==> src/shared/asd_pkg.sv <==
package asd_pkg;

  // ****************************************************************
  // Widths
  // ****************************************************************
  localparam int ADDR_W = 8;
  localparam int DATA_W = 8;
  localparam int SAMP_W = 12;
  localparam int DWELL_W = 16;

  // ****************************************************************
  // Register offsets
  // ****************************************************************
  localparam logic [7:0] OFS_PAT4_LO = 8'h1F;
  localparam logic [7:0] OFS_PAT4_HI = 8'h20;
  localparam logic [7:0] OFS_SYNTH = 8'h21;
  localparam logic [7:0] OFS_AIN = 8'h2C;
  localparam logic [7:0] OFS_SREF = 8'h3A;
  localparam logic [7:0] OFS_FDC = 8'h45;
  localparam logic [7:0] OFS_UTH_LO = 8'h47;
  localparam logic [7:0] OFS_UTH_HI = 8'h48;
  localparam logic [7:0] OFS_LTH_LO = 8'h49;
  localparam logic [7:0] OFS_LTH_HI = 8'h4A;
  localparam logic [7:0] OFS_DWELL_LO = 8'h4B;
  localparam logic [7:0] OFS_DWELL_HI = 8'h4C;

  // ****************************************************************
  // Writable bit masks and reset value
  // ****************************************************************
  localparam logic [7:0] MASK_FULL = 8'hFF;
  localparam logic [7:0] MASK_SYNTH = 8'h18;
  localparam logic [7:0] MASK_AIN = 8'h04;
  localparam logic [7:0] MASK_SREF = 8'hDE;
  localparam logic [7:0] MASK_FDC = 8'h0D;
  localparam logic [7:0] MASK_NIBBLE = 8'h0F;
  localparam logic [7:0] REG_RST = 8'h00;

  // ****************************************************************
  // Field positions
  // ****************************************************************
  localparam int BIT_REG_PD = 4;
  localparam int BIT_EXT_REF = 2;
  localparam int BIT_LSB_SWAP = 7;
  localparam int BIT_FLAG_RST = 6;
  localparam int BIT_TRANS_FALL = 4;
  localparam int BIT_EDGE_FALL = 3;
  localparam int BIT_ONE_SHOT = 2;
  localparam int BIT_SREF_EN = 1;
  localparam int BIT_OVR_FORCE = 3;
  localparam int BIT_OVR_VAL = 2;
  localparam int BIT_OVR_EN = 0;

  // ****************************************************************
  // Modes and states
  // ****************************************************************
  localparam logic [3:0] TEST_USER = 4'h8;

  typedef enum logic [1:0] {
    OVR_IDLE = 2'b00,
    OVR_HIT = 2'b01,
    OVR_DWELL = 2'b11
  } asd_ovr_st_t;

endpackage

==> src/shared/asd_sref_if.sv <==
interface asd_sref_if;
  logic edge_fall;
  logic trans_fall;
  logic valid_edge;
  modport ctrl (output edge_fall, output trans_fall, input valid_edge);
  modport det (input edge_fall, input trans_fall, output valid_edge);
endinterface

==> src/rtl/asd_sref_det.sv <==
module asd_sref_det
  import asd_pkg::*;
(
  input wire logic clk,
  input wire logic rst_n,
  input wire logic sysref_in,
  asd_sref_if.det sr
);

  typedef struct packed {
    logic prev;
    logic valid;
  } asd_det_t;

  asd_det_t s_ff;
  asd_det_t nxt_s;
  logic fall_ff;
  logic smp;

  // ****************************************************************
  // Capture on the chosen converter clock edge
  // ****************************************************************
  // The falling-edge sample gives only half a period to the selector.
  always_ff @(negedge clk or negedge rst_n) begin
    if (!rst_n) begin
      fall_ff <= 1'b0;
    end else begin
      fall_ff <= sysref_in;
    end
  end

  always_comb begin
    smp = sr.edge_fall ? fall_ff : sysref_in;
    nxt_s.prev = smp;
    nxt_s.valid = sr.trans_fall ? (s_ff.prev & ~smp)
                                : (~s_ff.prev & smp);
  end

  always_ff @(posedge clk or negedge rst_n) begin
    if (!rst_n) begin
      s_ff <= '0;
    end else begin
      s_ff <= nxt_s;
    end
  end

  assign sr.valid_edge = s_ff.valid;
endmodule // asd_sref_det

==> src/rtl/asd_regs.sv <==
// Contract
// - Pattern low byte used only in user mode.
// - Pattern high byte used only in user mode.
// - Bit 4 powers down oscillator regulator.
// - Bit 2 enables external reference on monitor.
// - Bit 7 puts status in sample LSB.
// - Bit 6 holds flags; enable bit needed.
// - Bit 4 picks rising or falling transition.
// - Bit 3 picks rising or falling clock edge.
// - Bit 2 picks continuous or next-edge mode.
// - Bit 1 enables; self-clears in one-shot.
// - Force bit drives pin to value bit.
// - Bit 0 enables fine detection.
// - Upper threshold is twelve bits, vs magnitude.
// - Lower threshold is twelve bits, vs magnitude.
// - Pin clears after dwell samples below lower.
// - All registers reset to zero.
// - Dwell count upper byte has own register.
module asd_regs
  import asd_pkg::*;
(
  input wire logic clk,
  input wire logic nrst,
  input wire logic [ADDR_W-1:0] reg_addr,
  input wire logic reg_wr,
  input wire logic reg_rd,
  input wire logic [DATA_W-1:0] reg_wdata,
  output logic [DATA_W-1:0] reg_rdata,
  output logic reg_rvalid,
  input wire logic [3:0] test_mode,
  input wire logic sysref_in,
  input wire logic [SAMP_W-1:0] sample_in,
  input wire logic [SAMP_W-1:0] fine_mag,
  output logic [SAMP_W-1:0] sample_out,
  output logic [15:0] pattern_word,
  output logic regulator_pd,
  output logic reference_monitor_pin_ext_ref,
  output logic overrange_flag_pin,
  output logic sysref_status,
  output logic sysref_event
);

  typedef struct packed {
    logic [7:0] pat_lo;
    logic [7:0] pat_hi;
    logic [7:0] synth;
    logic [7:0] ain;
    logic [7:0] sref;
    logic [7:0] fdc;
    logic [7:0] uth_lo;
    logic [7:0] uth_hi;
    logic [7:0] lth_lo;
    logic [7:0] lth_hi;
    logic [7:0] dw_lo;
    logic [7:0] dw_hi;
    logic [7:0] rdata;
    logic rvalid;
    logic [SAMP_W-1:0] samp;
    logic [15:0] pattern;
    logic reg_pd;
    logic ext_ref;
    logic sref_flag;
    logic sref_evt;
    asd_ovr_st_t ovr_st;
    logic [DWELL_W-1:0] dwell_cnt;
    logic ovr_pin;
  } asd_state_t;

  asd_state_t s_ff;
  asd_state_t nxt_s;
  logic [1:0] rst_sync_ff;
  logic rst_n;
  logic evt_ok;
  logic [SAMP_W-1:0] uth;
  logic [SAMP_W-1:0] lth;
  logic [DWELL_W:0] dwell_tgt;
  logic [DWELL_W:0] cnt_inc;

  asd_sref_if sr ();

  // ****************************************************************
  // Reset release
  // ****************************************************************
  always_ff @(posedge clk or negedge nrst) begin
    if (!nrst) begin
      rst_sync_ff <= 2'b00;
    end else begin
      rst_sync_ff <= {rst_sync_ff[0], 1'b1};
    end
  end

  assign rst_n = rst_sync_ff[1];

  // ****************************************************************
  // System-reference edge detection
  // ****************************************************************
  assign sr.edge_fall = s_ff.sref[BIT_EDGE_FALL];
  assign sr.trans_fall = s_ff.sref[BIT_TRANS_FALL];

  asd_sref_det u_det (
    .clk(clk),
    .rst_n(rst_n),
    .sysref_in(sysref_in),
    .sr(sr)
  );

  assign evt_ok = sr.valid_edge & s_ff.sref[BIT_SREF_EN];
  assign uth = {s_ff.uth_hi[3:0], s_ff.uth_lo};
  assign lth = {s_ff.lth_hi[3:0], s_ff.lth_lo};
  // A dwell target of zero behaves as one sample.
  assign dwell_tgt = {1'b0, s_ff.dw_hi, s_ff.dw_lo};
  assign cnt_inc = {1'b0, s_ff.dwell_cnt} + 17'h00001;

  // ****************************************************************
  // Next state
  // ****************************************************************
  always_comb begin
    nxt_s = s_ff;
    nxt_s.sref_evt = 1'b0;
    nxt_s.rvalid = 1'b0;

    // Hardware clear first, so a software write in the same cycle
    // re-arms the capture instead of being lost.
    if (evt_ok) begin
      nxt_s.sref_evt = 1'b1;
      if (s_ff.sref[BIT_ONE_SHOT]) begin
        nxt_s.sref[BIT_SREF_EN] = 1'b0;
      end
    end

    if (s_ff.sref[BIT_FLAG_RST]) begin
      nxt_s.sref_flag = 1'b0;
    end else if (evt_ok) begin
      nxt_s.sref_flag = 1'b1;
    end

    if (reg_wr) begin
      if (reg_addr == OFS_PAT4_LO) begin
        nxt_s.pat_lo = reg_wdata;
      end else if (reg_addr == OFS_PAT4_HI) begin
        nxt_s.pat_hi = reg_wdata;
      end else if (reg_addr == OFS_SYNTH) begin
        nxt_s.synth = reg_wdata & MASK_SYNTH;
      end else if (reg_addr == OFS_AIN) begin
        nxt_s.ain = reg_wdata & MASK_AIN;
      end else if (reg_addr == OFS_SREF) begin
        nxt_s.sref = reg_wdata & MASK_SREF;
      end else if (reg_addr == OFS_FDC) begin
        nxt_s.fdc = reg_wdata & MASK_FDC;
      end else if (reg_addr == OFS_UTH_LO) begin
        nxt_s.uth_lo = reg_wdata;
      end else if (reg_addr == OFS_UTH_HI) begin
        nxt_s.uth_hi = reg_wdata & MASK_NIBBLE;
      end else if (reg_addr == OFS_LTH_LO) begin
        nxt_s.lth_lo = reg_wdata;
      end else if (reg_addr == OFS_LTH_HI) begin
        nxt_s.lth_hi = reg_wdata & MASK_NIBBLE;
      end else if (reg_addr == OFS_DWELL_LO) begin
        nxt_s.dw_lo = reg_wdata;
      end else if (reg_addr == OFS_DWELL_HI) begin
        nxt_s.dw_hi = reg_wdata;
      end
    end

    if (reg_rd) begin
      nxt_s.rvalid = 1'b1;
      if (reg_addr == OFS_PAT4_LO) begin
        nxt_s.rdata = s_ff.pat_lo;
      end else if (reg_addr == OFS_PAT4_HI) begin
        nxt_s.rdata = s_ff.pat_hi;
      end else if (reg_addr == OFS_SYNTH) begin
        nxt_s.rdata = s_ff.synth;
      end else if (reg_addr == OFS_AIN) begin
        nxt_s.rdata = s_ff.ain;
      end else if (reg_addr == OFS_SREF) begin
        nxt_s.rdata = s_ff.sref;
      end else if (reg_addr == OFS_FDC) begin
        nxt_s.rdata = s_ff.fdc;
      end else if (reg_addr == OFS_UTH_LO) begin
        nxt_s.rdata = s_ff.uth_lo;
      end else if (reg_addr == OFS_UTH_HI) begin
        nxt_s.rdata = s_ff.uth_hi;
      end else if (reg_addr == OFS_LTH_LO) begin
        nxt_s.rdata = s_ff.lth_lo;
      end else if (reg_addr == OFS_LTH_HI) begin
        nxt_s.rdata = s_ff.lth_hi;
      end else if (reg_addr == OFS_DWELL_LO) begin
        nxt_s.rdata = s_ff.dw_lo;
      end else if (reg_addr == OFS_DWELL_HI) begin
        nxt_s.rdata = s_ff.dw_hi;
      end else begin
        nxt_s.rdata = REG_RST;
      end
    end

    // Pattern bytes reach the data path only in user input mode.
    if (test_mode == TEST_USER) begin
      nxt_s.pattern = {s_ff.pat_hi, s_ff.pat_lo};
    end else begin
      nxt_s.pattern = 16'h0000;
    end

    nxt_s.reg_pd = s_ff.synth[BIT_REG_PD];
    nxt_s.ext_ref = s_ff.ain[BIT_EXT_REF];

    if (s_ff.sref[BIT_LSB_SWAP]) begin
      nxt_s.samp = {sample_in[SAMP_W-1:1], s_ff.sref_flag};
    end else begin
      nxt_s.samp = sample_in;
    end

    // ****************************************************************
    // Threshold detector
    // ****************************************************************
    if (!s_ff.fdc[BIT_OVR_EN]) begin
      nxt_s.ovr_st = OVR_IDLE;
      nxt_s.dwell_cnt = '0;
    end else begin
      case (s_ff.ovr_st)
        OVR_IDLE: begin
          if (fine_mag > uth) begin
            nxt_s.ovr_st = OVR_HIT;
          end
          nxt_s.dwell_cnt = '0;
        end
        OVR_HIT, OVR_DWELL: begin
          if (fine_mag > uth) begin
            nxt_s.ovr_st = OVR_HIT;
            nxt_s.dwell_cnt = '0;
          end else if (fine_mag < lth) begin
            if (cnt_inc >= dwell_tgt) begin
              nxt_s.ovr_st = OVR_IDLE;
              nxt_s.dwell_cnt = '0;
            end else begin
              nxt_s.ovr_st = OVR_DWELL;
              nxt_s.dwell_cnt = cnt_inc[DWELL_W-1:0];
            end
          end else begin
            // A sample between the thresholds restarts the dwell.
            nxt_s.ovr_st = OVR_HIT;
            nxt_s.dwell_cnt = '0;
          end
        end
        default: begin
          nxt_s.ovr_st = OVR_IDLE;
          nxt_s.dwell_cnt = '0;
        end
      endcase
    end

    if (s_ff.fdc[BIT_OVR_FORCE]) begin
      nxt_s.ovr_pin = s_ff.fdc[BIT_OVR_VAL];
    end else begin
      nxt_s.ovr_pin = (nxt_s.ovr_st != OVR_IDLE);
    end
  end

  always_ff @(posedge clk or negedge rst_n) begin
    if (!rst_n) begin
      s_ff <= '0;
    end else begin
      s_ff <= nxt_s;
    end
  end

  // ****************************************************************
  // Outputs
  // ****************************************************************
  assign reg_rdata = s_ff.rdata;
  assign reg_rvalid = s_ff.rvalid;
  assign sample_out = s_ff.samp;
  assign pattern_word = s_ff.pattern;
  assign regulator_pd = s_ff.reg_pd;
  assign reference_monitor_pin_ext_ref = s_ff.ext_ref;
  assign overrange_flag_pin = s_ff.ovr_pin;
  assign sysref_status = s_ff.sref_flag;
  assign sysref_event = s_ff.sref_evt;

  logic wr_sref;
  logic wr_ovr;
  assign wr_sref = reg_wr && (reg_addr == OFS_SREF);
  assign wr_ovr = reg_wr && (reg_addr >= OFS_FDC);
endmodule // asd_regs

==> config.mk <==
export PLATFORM = sky130hd
export DESIGN_NAME = asd_regs
export DESIGN_NICKNAME = d
export VERILOG_FILES = /design/src/shared/asd_pkg.sv /design/src/shared/asd_sref_if.sv /design/src/rtl/asd_sref_det.sv /design/src/rtl/asd_regs.sv
export SDC_FILE = /design/constraint.sdc
export NUM_CORES = 1
export LEC_CHECK = 0
export ABC_AREA = 1
export CORE_MARGIN = 2
export CORE_UTILIZATION = 40
export CTS_BUF_LIST = sky130_fd_sc_hd__clkbuf_2
export DETAILED_ROUTE_END_ITERATION = 8
export DONT_BUFFER_PORTS = 1
export PLACE_DENSITY = 0.61
export SYNTH_ARGS = -nofsm -noshare
export SYNTH_HDL_FRONTEND = slang
export SYNTH_SLANG_ARGS = --single-unit
==> constraint.sdc <==
create_clock -name clk -period 5.7 [get_ports clk]
set_input_delay 0.57 -clock clk [delete_from_list [all_inputs] [get_ports clk]]
set_output_delay 0.57 -clock clk [all_outputs]
set_load 0.02 [all_outputs]
==> results of run 1 <==
[cell families after synthesis]
family                   count (synthesis)
other                                    1
adder cells (fa/ha/maj)                 40
AO/OA/AOI/OAI                          144
flip-flops                             133
AND/OR/NAND/NOR                        318
buffers and inverters                  194
XOR/XNOR                                 8
[report_power, final]
part	leakage, uW	internal (uW)	total (uW)	switching, uW
sequential	0.00180	981	1020	41.5
combinational	0.00158	52.8	155	103
clock	0.000136	202	563	361
total	0.00351	1240	1740	505
[critical path: cells and delay by family, from the launching register on]
kind            cells  cell delay, ps
buf+inv             1              30
simple gates        3             200
flops               1             410
compound gates      1              70
[synth_stat cells]
master | number | area (sq um)
a21boi_0 | 1 | 7.51
a211oi_1 | 3 | 22.5
a21oi_1 | 30 | 150
clkinv_2 | 1 | 5.00
o22ai_1 | 8 | 50.1
nand4_1 | 13 | 81.3
nor2_1 | 59 | 221
o21ai_0 | 58 | 290
o21ai_1 | 31 | 155
nor2_2 | 6 | 37.5
or2_2 | 1 | 6.26
nand2_1 | 185 | 694
xnor2_1 | 3 | 26.3
o211ai_1 | 3 | 22.5
buf_2 | 3 | 15.0
nor4_2 | 1 | 12.5
nand2_2 | 4 | 25.0
o221ai_1 | 2 | 17.5
clkbuf_1 | 7 | 26.3
o21bai_1 | 2 | 15.0
nor2_4 | 11 | 124
a21o_1 | 1 | 7.51
o2111ai_1 | 3 | 26.3
nand3b_1 | 1 | 7.51
a31o_2 | 1 | 8.76
buf_4 | 37 | 278
nand3_2 | 2 | 20.0
conb_1 | 1 | 3.75
nor3_1 | 9 | 45.0
inv_1 | 131 | 492
a221oi_1 | 1 | 8.76
xor2_1 | 5 | 43.8
nor4_1 | 3 | 18.8
ha_1 | 40 | 500
nor3_2 | 1 | 10.0
dfrtn_1 | 1 | 25.0
buf_12 | 1 | 20.0
nand3_1 | 21 | 105
dfrtp_1 | 132 | 3300
nand4_4 | 1 | 21.3
inv_2 | 14 | 52.6
[flip-flops by register name, summed over array words and instances (netlist names), 2 cells and up]
name / flops
s_ff: 56
dwell_tgt: 16
pattern_word: 16
lth: 12
sample_out: 12
reg_rdata: 8
nxt_s: 2
rst_sync_ff: 2
[stage by stage]
stage	total power [uW]	util [%]	setup WS [ps]	std cells
after floorplan	1150	-	751	838
after global placement	1180	40.5	2070	1017
after detailed placement	1190	40.5	2050	1017
after CTS	1760	42.7	2180	1064
after global routing	1830	42.8	1910	1066
final	1740	42.8	2180	1066
[per-layer routing]
layer  share of wire, %  GRT usage [%]
met5                  0              0
met4                1.7           6.42
met3                6.3           4.92
met2                 47           31.0
met1                 45           25.1
[worst min-delay path by stage]
stage                      start  slack [ps]        endpoint  cells after the start
after floorplan             nrst         270  rst_sync_ff[0]                      0
after global placement      nrst         270  rst_sync_ff[0]                      0
after detailed placement    nrst         270  rst_sync_ff[0]                      0
after CTS                 reg_rd           4    reg_rdata[1]                      4
after global routing        nrst          10  rst_sync_ff[1]                      1
final                     reg_rd          60    reg_rdata[2]                      4
[area by class of cell]
cell class	count	area, sq um
clock inverters	13	131
diodes	2	5.00
multi-input cells	511	2790
fillers	1768	9830
repair buffers	17	165
flip-flops and latches	133	3330
inverters	146	549
clock buffers	19	95.1
well taps	225	282
[timing repair]
action                     in CTS  in global routing
hold endpoints to repair       21                  0
resized for setup               0                  0
setup endpoints to repair       0                  0
hold buffers                   15                  0
==> results.cfg, run 1 <==
[route]
drt-pass1-iter-count = 6
avgViaCountPerCell = 4.96
initialDrtViolationCount = 390
drc = 0
routed_wl_um = 16800
num_vias = 5285
routedWlPerCell_um = 15.8
drtAntennaViolNets = 0

[worst_setup_path]
endpoint = u_det.sr.valid_edge
cp_common_cell = nand2_1
arrival_ps = 4160
cp_data_required_time_ps = 6340
worst_setup_path_end_kind = flop
start_kind = flop
worstRegToRegCells = 5
crit_type = reg2reg
cp_slowest_cell = dfrtn_1
r2r-start = u_det.fall_ff
r2r-end = u_det.sr.valid_edge
worst-path-max-fanout = 2
critical_path.max_stage_delay_ps = 410
crit_chain = nand2_1 -> nand2_1 -> o21ai_0 -> nand2_1 -> inv_1
worstSetupStartpoint = u_det.fall_ff
r2r_slack_ps = 2180

[floorplan]
core_sq_um = 17200
dieArea_sq_um = 18600
dieWidth_um = 136
fp.dieH_um = 136
row_count = 48
io_pins = 91
initial_core_util_pct = 40.8

[power_and_ir_drop]
p_leak_uw = 0.00351
peakVddDrop_v = 0.000135
powerDensity_nw_per_um2 = 237

[synth]
syn_area_per_cell_sq_um = 8.36
synth_cell_types = 41
synth_fp_nets = 927
synth-xor-area-share_pct = 1.00
ys_ff_latch = 133
synth_top_family_by_area = simple AND/OR/NAND/NOR gates
synthCells = 838
synth_compound_area_share_pct = 11.2
synth.mux.area_fraction_pct = 0
synthAdderAreaFrac_pct = 7.15
syn-cell-area_sq_um = 7000
synth_seq_area_share_pct = 47.5
synth-simple-area-share_pct = 20.4
yosysWarnings = 0

[place]
placed_area_sq_um = 6960
place.gp.congestion = 0.888
dp_hpwl_um = 12500
port_buffers = 0

[sta]
fin_skew_ps = 118
finalHoldViolations = 0
whs_ps = 58.7
slew_viol_final = 0
tightest_slew_ps = 881
setup_viol = 0
slew_headroom_pct = 41.2
setup_tns_ps = 0
rsz0062_at_grt = no

[clock_network]
clock_sinks = 133
h-tree-depth = 4
insertion_delay_ps = 710
cts_setup_buffers = 0
root_buffer = clkbuf_2
cts_buffers = 17
clock_path_buffers = 2
cts_tree = done
path_clk_slew_ps = 200

[global_routing]
grt_pass1_vias = 5050
grt_pass1_wl_um = 26700
grt-ovfl-total = 0
grt_use_total_pct = 19.2
grt_max_degree = 69
antenna_found_initial = 1

[cells_and_area]
layout-drive-gt1-share_pct = 9.06
final_common_cell = nand2_1
layout_common_cells = 185 x nand2_1, 131 x inv_1, 131 x dfrtp_1
final_nets = 915
fin_area_sq_um = 7350
area_growth_pct = 4.90

[job]
maxCapViolations = 0

[worst_hold_path]
hold_path.class = in2reg

[outcome]
status = finished clean
Note: power is estimated with default switching activity, not from simulation.
==> run 2: changes to the inputs <==
==> constraint.sdc (replaced) <==
create_clock -name clk -period 3.6 [get_ports clk]
set_input_delay 0.36 -clock clk [delete_from_list [all_inputs] [get_ports clk]]
set_output_delay 0.36 -clock clk [all_outputs]
set_load 0.02 [all_outputs]
==> results.cfg, run 2 (same netlist as run 1, synthesis figures left out) <==
[route]
num_vias = 5348
drt-pass1-iter-count = 5
drc = 0
routedWlPerCell_um = 15.7
avgViaCountPerCell = 4.92
drtAntennaViolNets = 0
initialDrtViolationCount = 411
routed_wl_um = 17100

[cells_and_area]
layout-drive-gt1-share_pct = 9.31
layout_common_cells = 185 x nand2_1, 131 x inv_1, 131 x dfrtp_1
final_common_cell = nand2_1
largest_register_ffs = 56
top_register = s_ff
final_nets = 935
fin_util_pct = 44.2
area_growth_pct = 8.29

[sta]
setup_tns_ps = 0
setup_viol = 0
whs_ps = 52.4
rsz0062_at_grt = no
tightest_slew_ps = 889
max_freq_ghz = 0.315
post-route-period-util_pct = 88.1
finalHoldViolations = 0
slew_headroom_pct = 40.8
slew_viol_final = 0
period_needed_ps = 3170
fin_skew_ps = 115

[floorplan]
row_count = 48
fp.dieH_um = 136
initial_core_util_pct = 40.8
io_pins = 91
dieWidth_um = 136
core_sq_um = 17200
dieArea_sq_um = 18600

[place]
port_buffers = 0
place.gp.congestion = 0.882
dp_hpwl_um = 12600

[power_and_ir_drop]
pwr-share-comb_pct = 9.0
peakVddDrop_v = 0.000396
p_clk_share_pct = 35.2
swShare_pct = 30.9
p_int_uw = 2010
seqPwrFrac_pct = 55.7
p_sw_uw = 898
powerDensity_nw_per_um2 = 383
p_leak_uw = 0.00363

[global_routing]
antenna_found_initial = 1
grt_util_met2_pct = 31.6
grt-ovfl-total = 0
grt_use_total_pct = 19.8
grt_pass1_wl_um = 27700
grt_max_degree = 72
grt-busiest-layer = met2
grt_pass1_vias = 5230
met3_usage_pct = 5.03
use_met1_pct = 26.5

[worst_hold_path]
hold_path.class = in2reg

[worst_setup_path]
r2r_slack_ps = 430
r2r-end = s_ff[6]
worst-path-max-fanout = 17
cp_data_required_time_ps = 4230
worst_setup_path_end_kind = flop
r2r-start = s_ff[3]
worstSetupStartpoint = s_ff[3]
arrival_ps = 3800
worstRegToRegCells = 21
endpoint = s_ff[6]
crit_type = reg2reg
start_kind = flop

[outcome]
status = finished clean

[clock_network]
h-tree-depth = 4
path_clk_slew_ps = 240
clock_sinks = 133
cts_tree = done
root_buffer = clkbuf_2
cts_buffers = 17
clock_path_buffers = 2
insertion_delay_ps = 710

[job]
maxCapViolations = 0
run 2: cell type report:
| cell class | instances | area, sq um |
|---|---|---|
| multi-input cells | 511 | 2790 |
| inverters | 146 | 549 |
| repair buffers | 37 | 360 |
| fillers | 1743 | 9590 |
| diodes | 2 | 5.00 |
| flip-flops and latches | 133 | 3330 |
| clock inverters | 15 | 184 |
| clock buffers | 17 | 85.1 |
| well taps | 225 | 282 |
run 2: timing repair:
| item | in CTS | in global routing |
|---|---|---|
| buffers inserted | 0 | 1 |
| hold endpoints to repair | 64 | 5 |
| gates resized for setup | 0 | 0 |
| setup endpoints to repair | 0 | 1 |
| hold buffers | 30 | 3 |
run 2: worst min-delay path by stage:
stage               slack (ps)        endpoint         start  depth (start not counted)
finish                      50       nxt_s[21]   reg_addr[7]                          6
floorplan                   60  rst_sync_ff[0]          nrst                          0
global route                30   sample_out[7]  sample_in[7]                          1
CTS                          3       nxt_s[21]   reg_addr[7]                          6
global placement            60  rst_sync_ff[0]          nrst                          0
detailed placement          60  rst_sync_ff[0]          nrst                          0
run 2: routing by layer:
| layer | vias to the layer above | share of wire, % |
|---|---|---|
| li1 | 2654 | - |
| met1 | 2480 | 45 |
| met2 | 188 | 47 |
| met3 | 26 | 6.6 |
| met4 | 0 | 1.7 |
| met5 | - | 0 |
run 2: power by group through the flow:
| stage | logic, uW | clock network (uW) | registers (uW) |
|---|---|---|---|
| 6_report | 262 | 1020 | 1620 |
| 4_1_cts | 262 | 1050 | 1620 |
| 2_1_floorplan | 185 | 0 | 1640 |
| 3_5_place_dp | 233 | 0 | 1640 |
| 3_3_place_gp | 228 | 0 | 1640 |
| 5_1_grt | 304 | 1120 | 1630 |
run 2: through the flow:
step | instance area (sq um) | setup slack (ps) | total power, uW | instances
after floorplan | 7010 | 486 | 1820 | 838
after global placement | 6970 | 518 | 1870 | 1018
after detailed placement | 6970 | 422 | 1880 | 1018
after CTS | 7540 | 389 | 2930 | 1080
after global routing | 7580 | 15.3 | 3050 | 1086
final | 7580 | 430 | 2900 | 1086
run 2: worst max-delay path, cell delays in order (launching register included):
cell	delay, ps
dfrtp_1	430
nand3_1	100
inv_2	70
nand2_2	50
nor2_2	160
nand3_2	130
nor2_4	140
nand4_1	130
nor3_1	200
xnor2_1	220
inv_1	90
ha_1	340
inv_1	80
o211ai_1	90
inv_1	60
nand2_1	50
nor2_2	100
nand3_2	110
nor2_4	110
nand4_4	70
buf_4	260
nor2_1	120
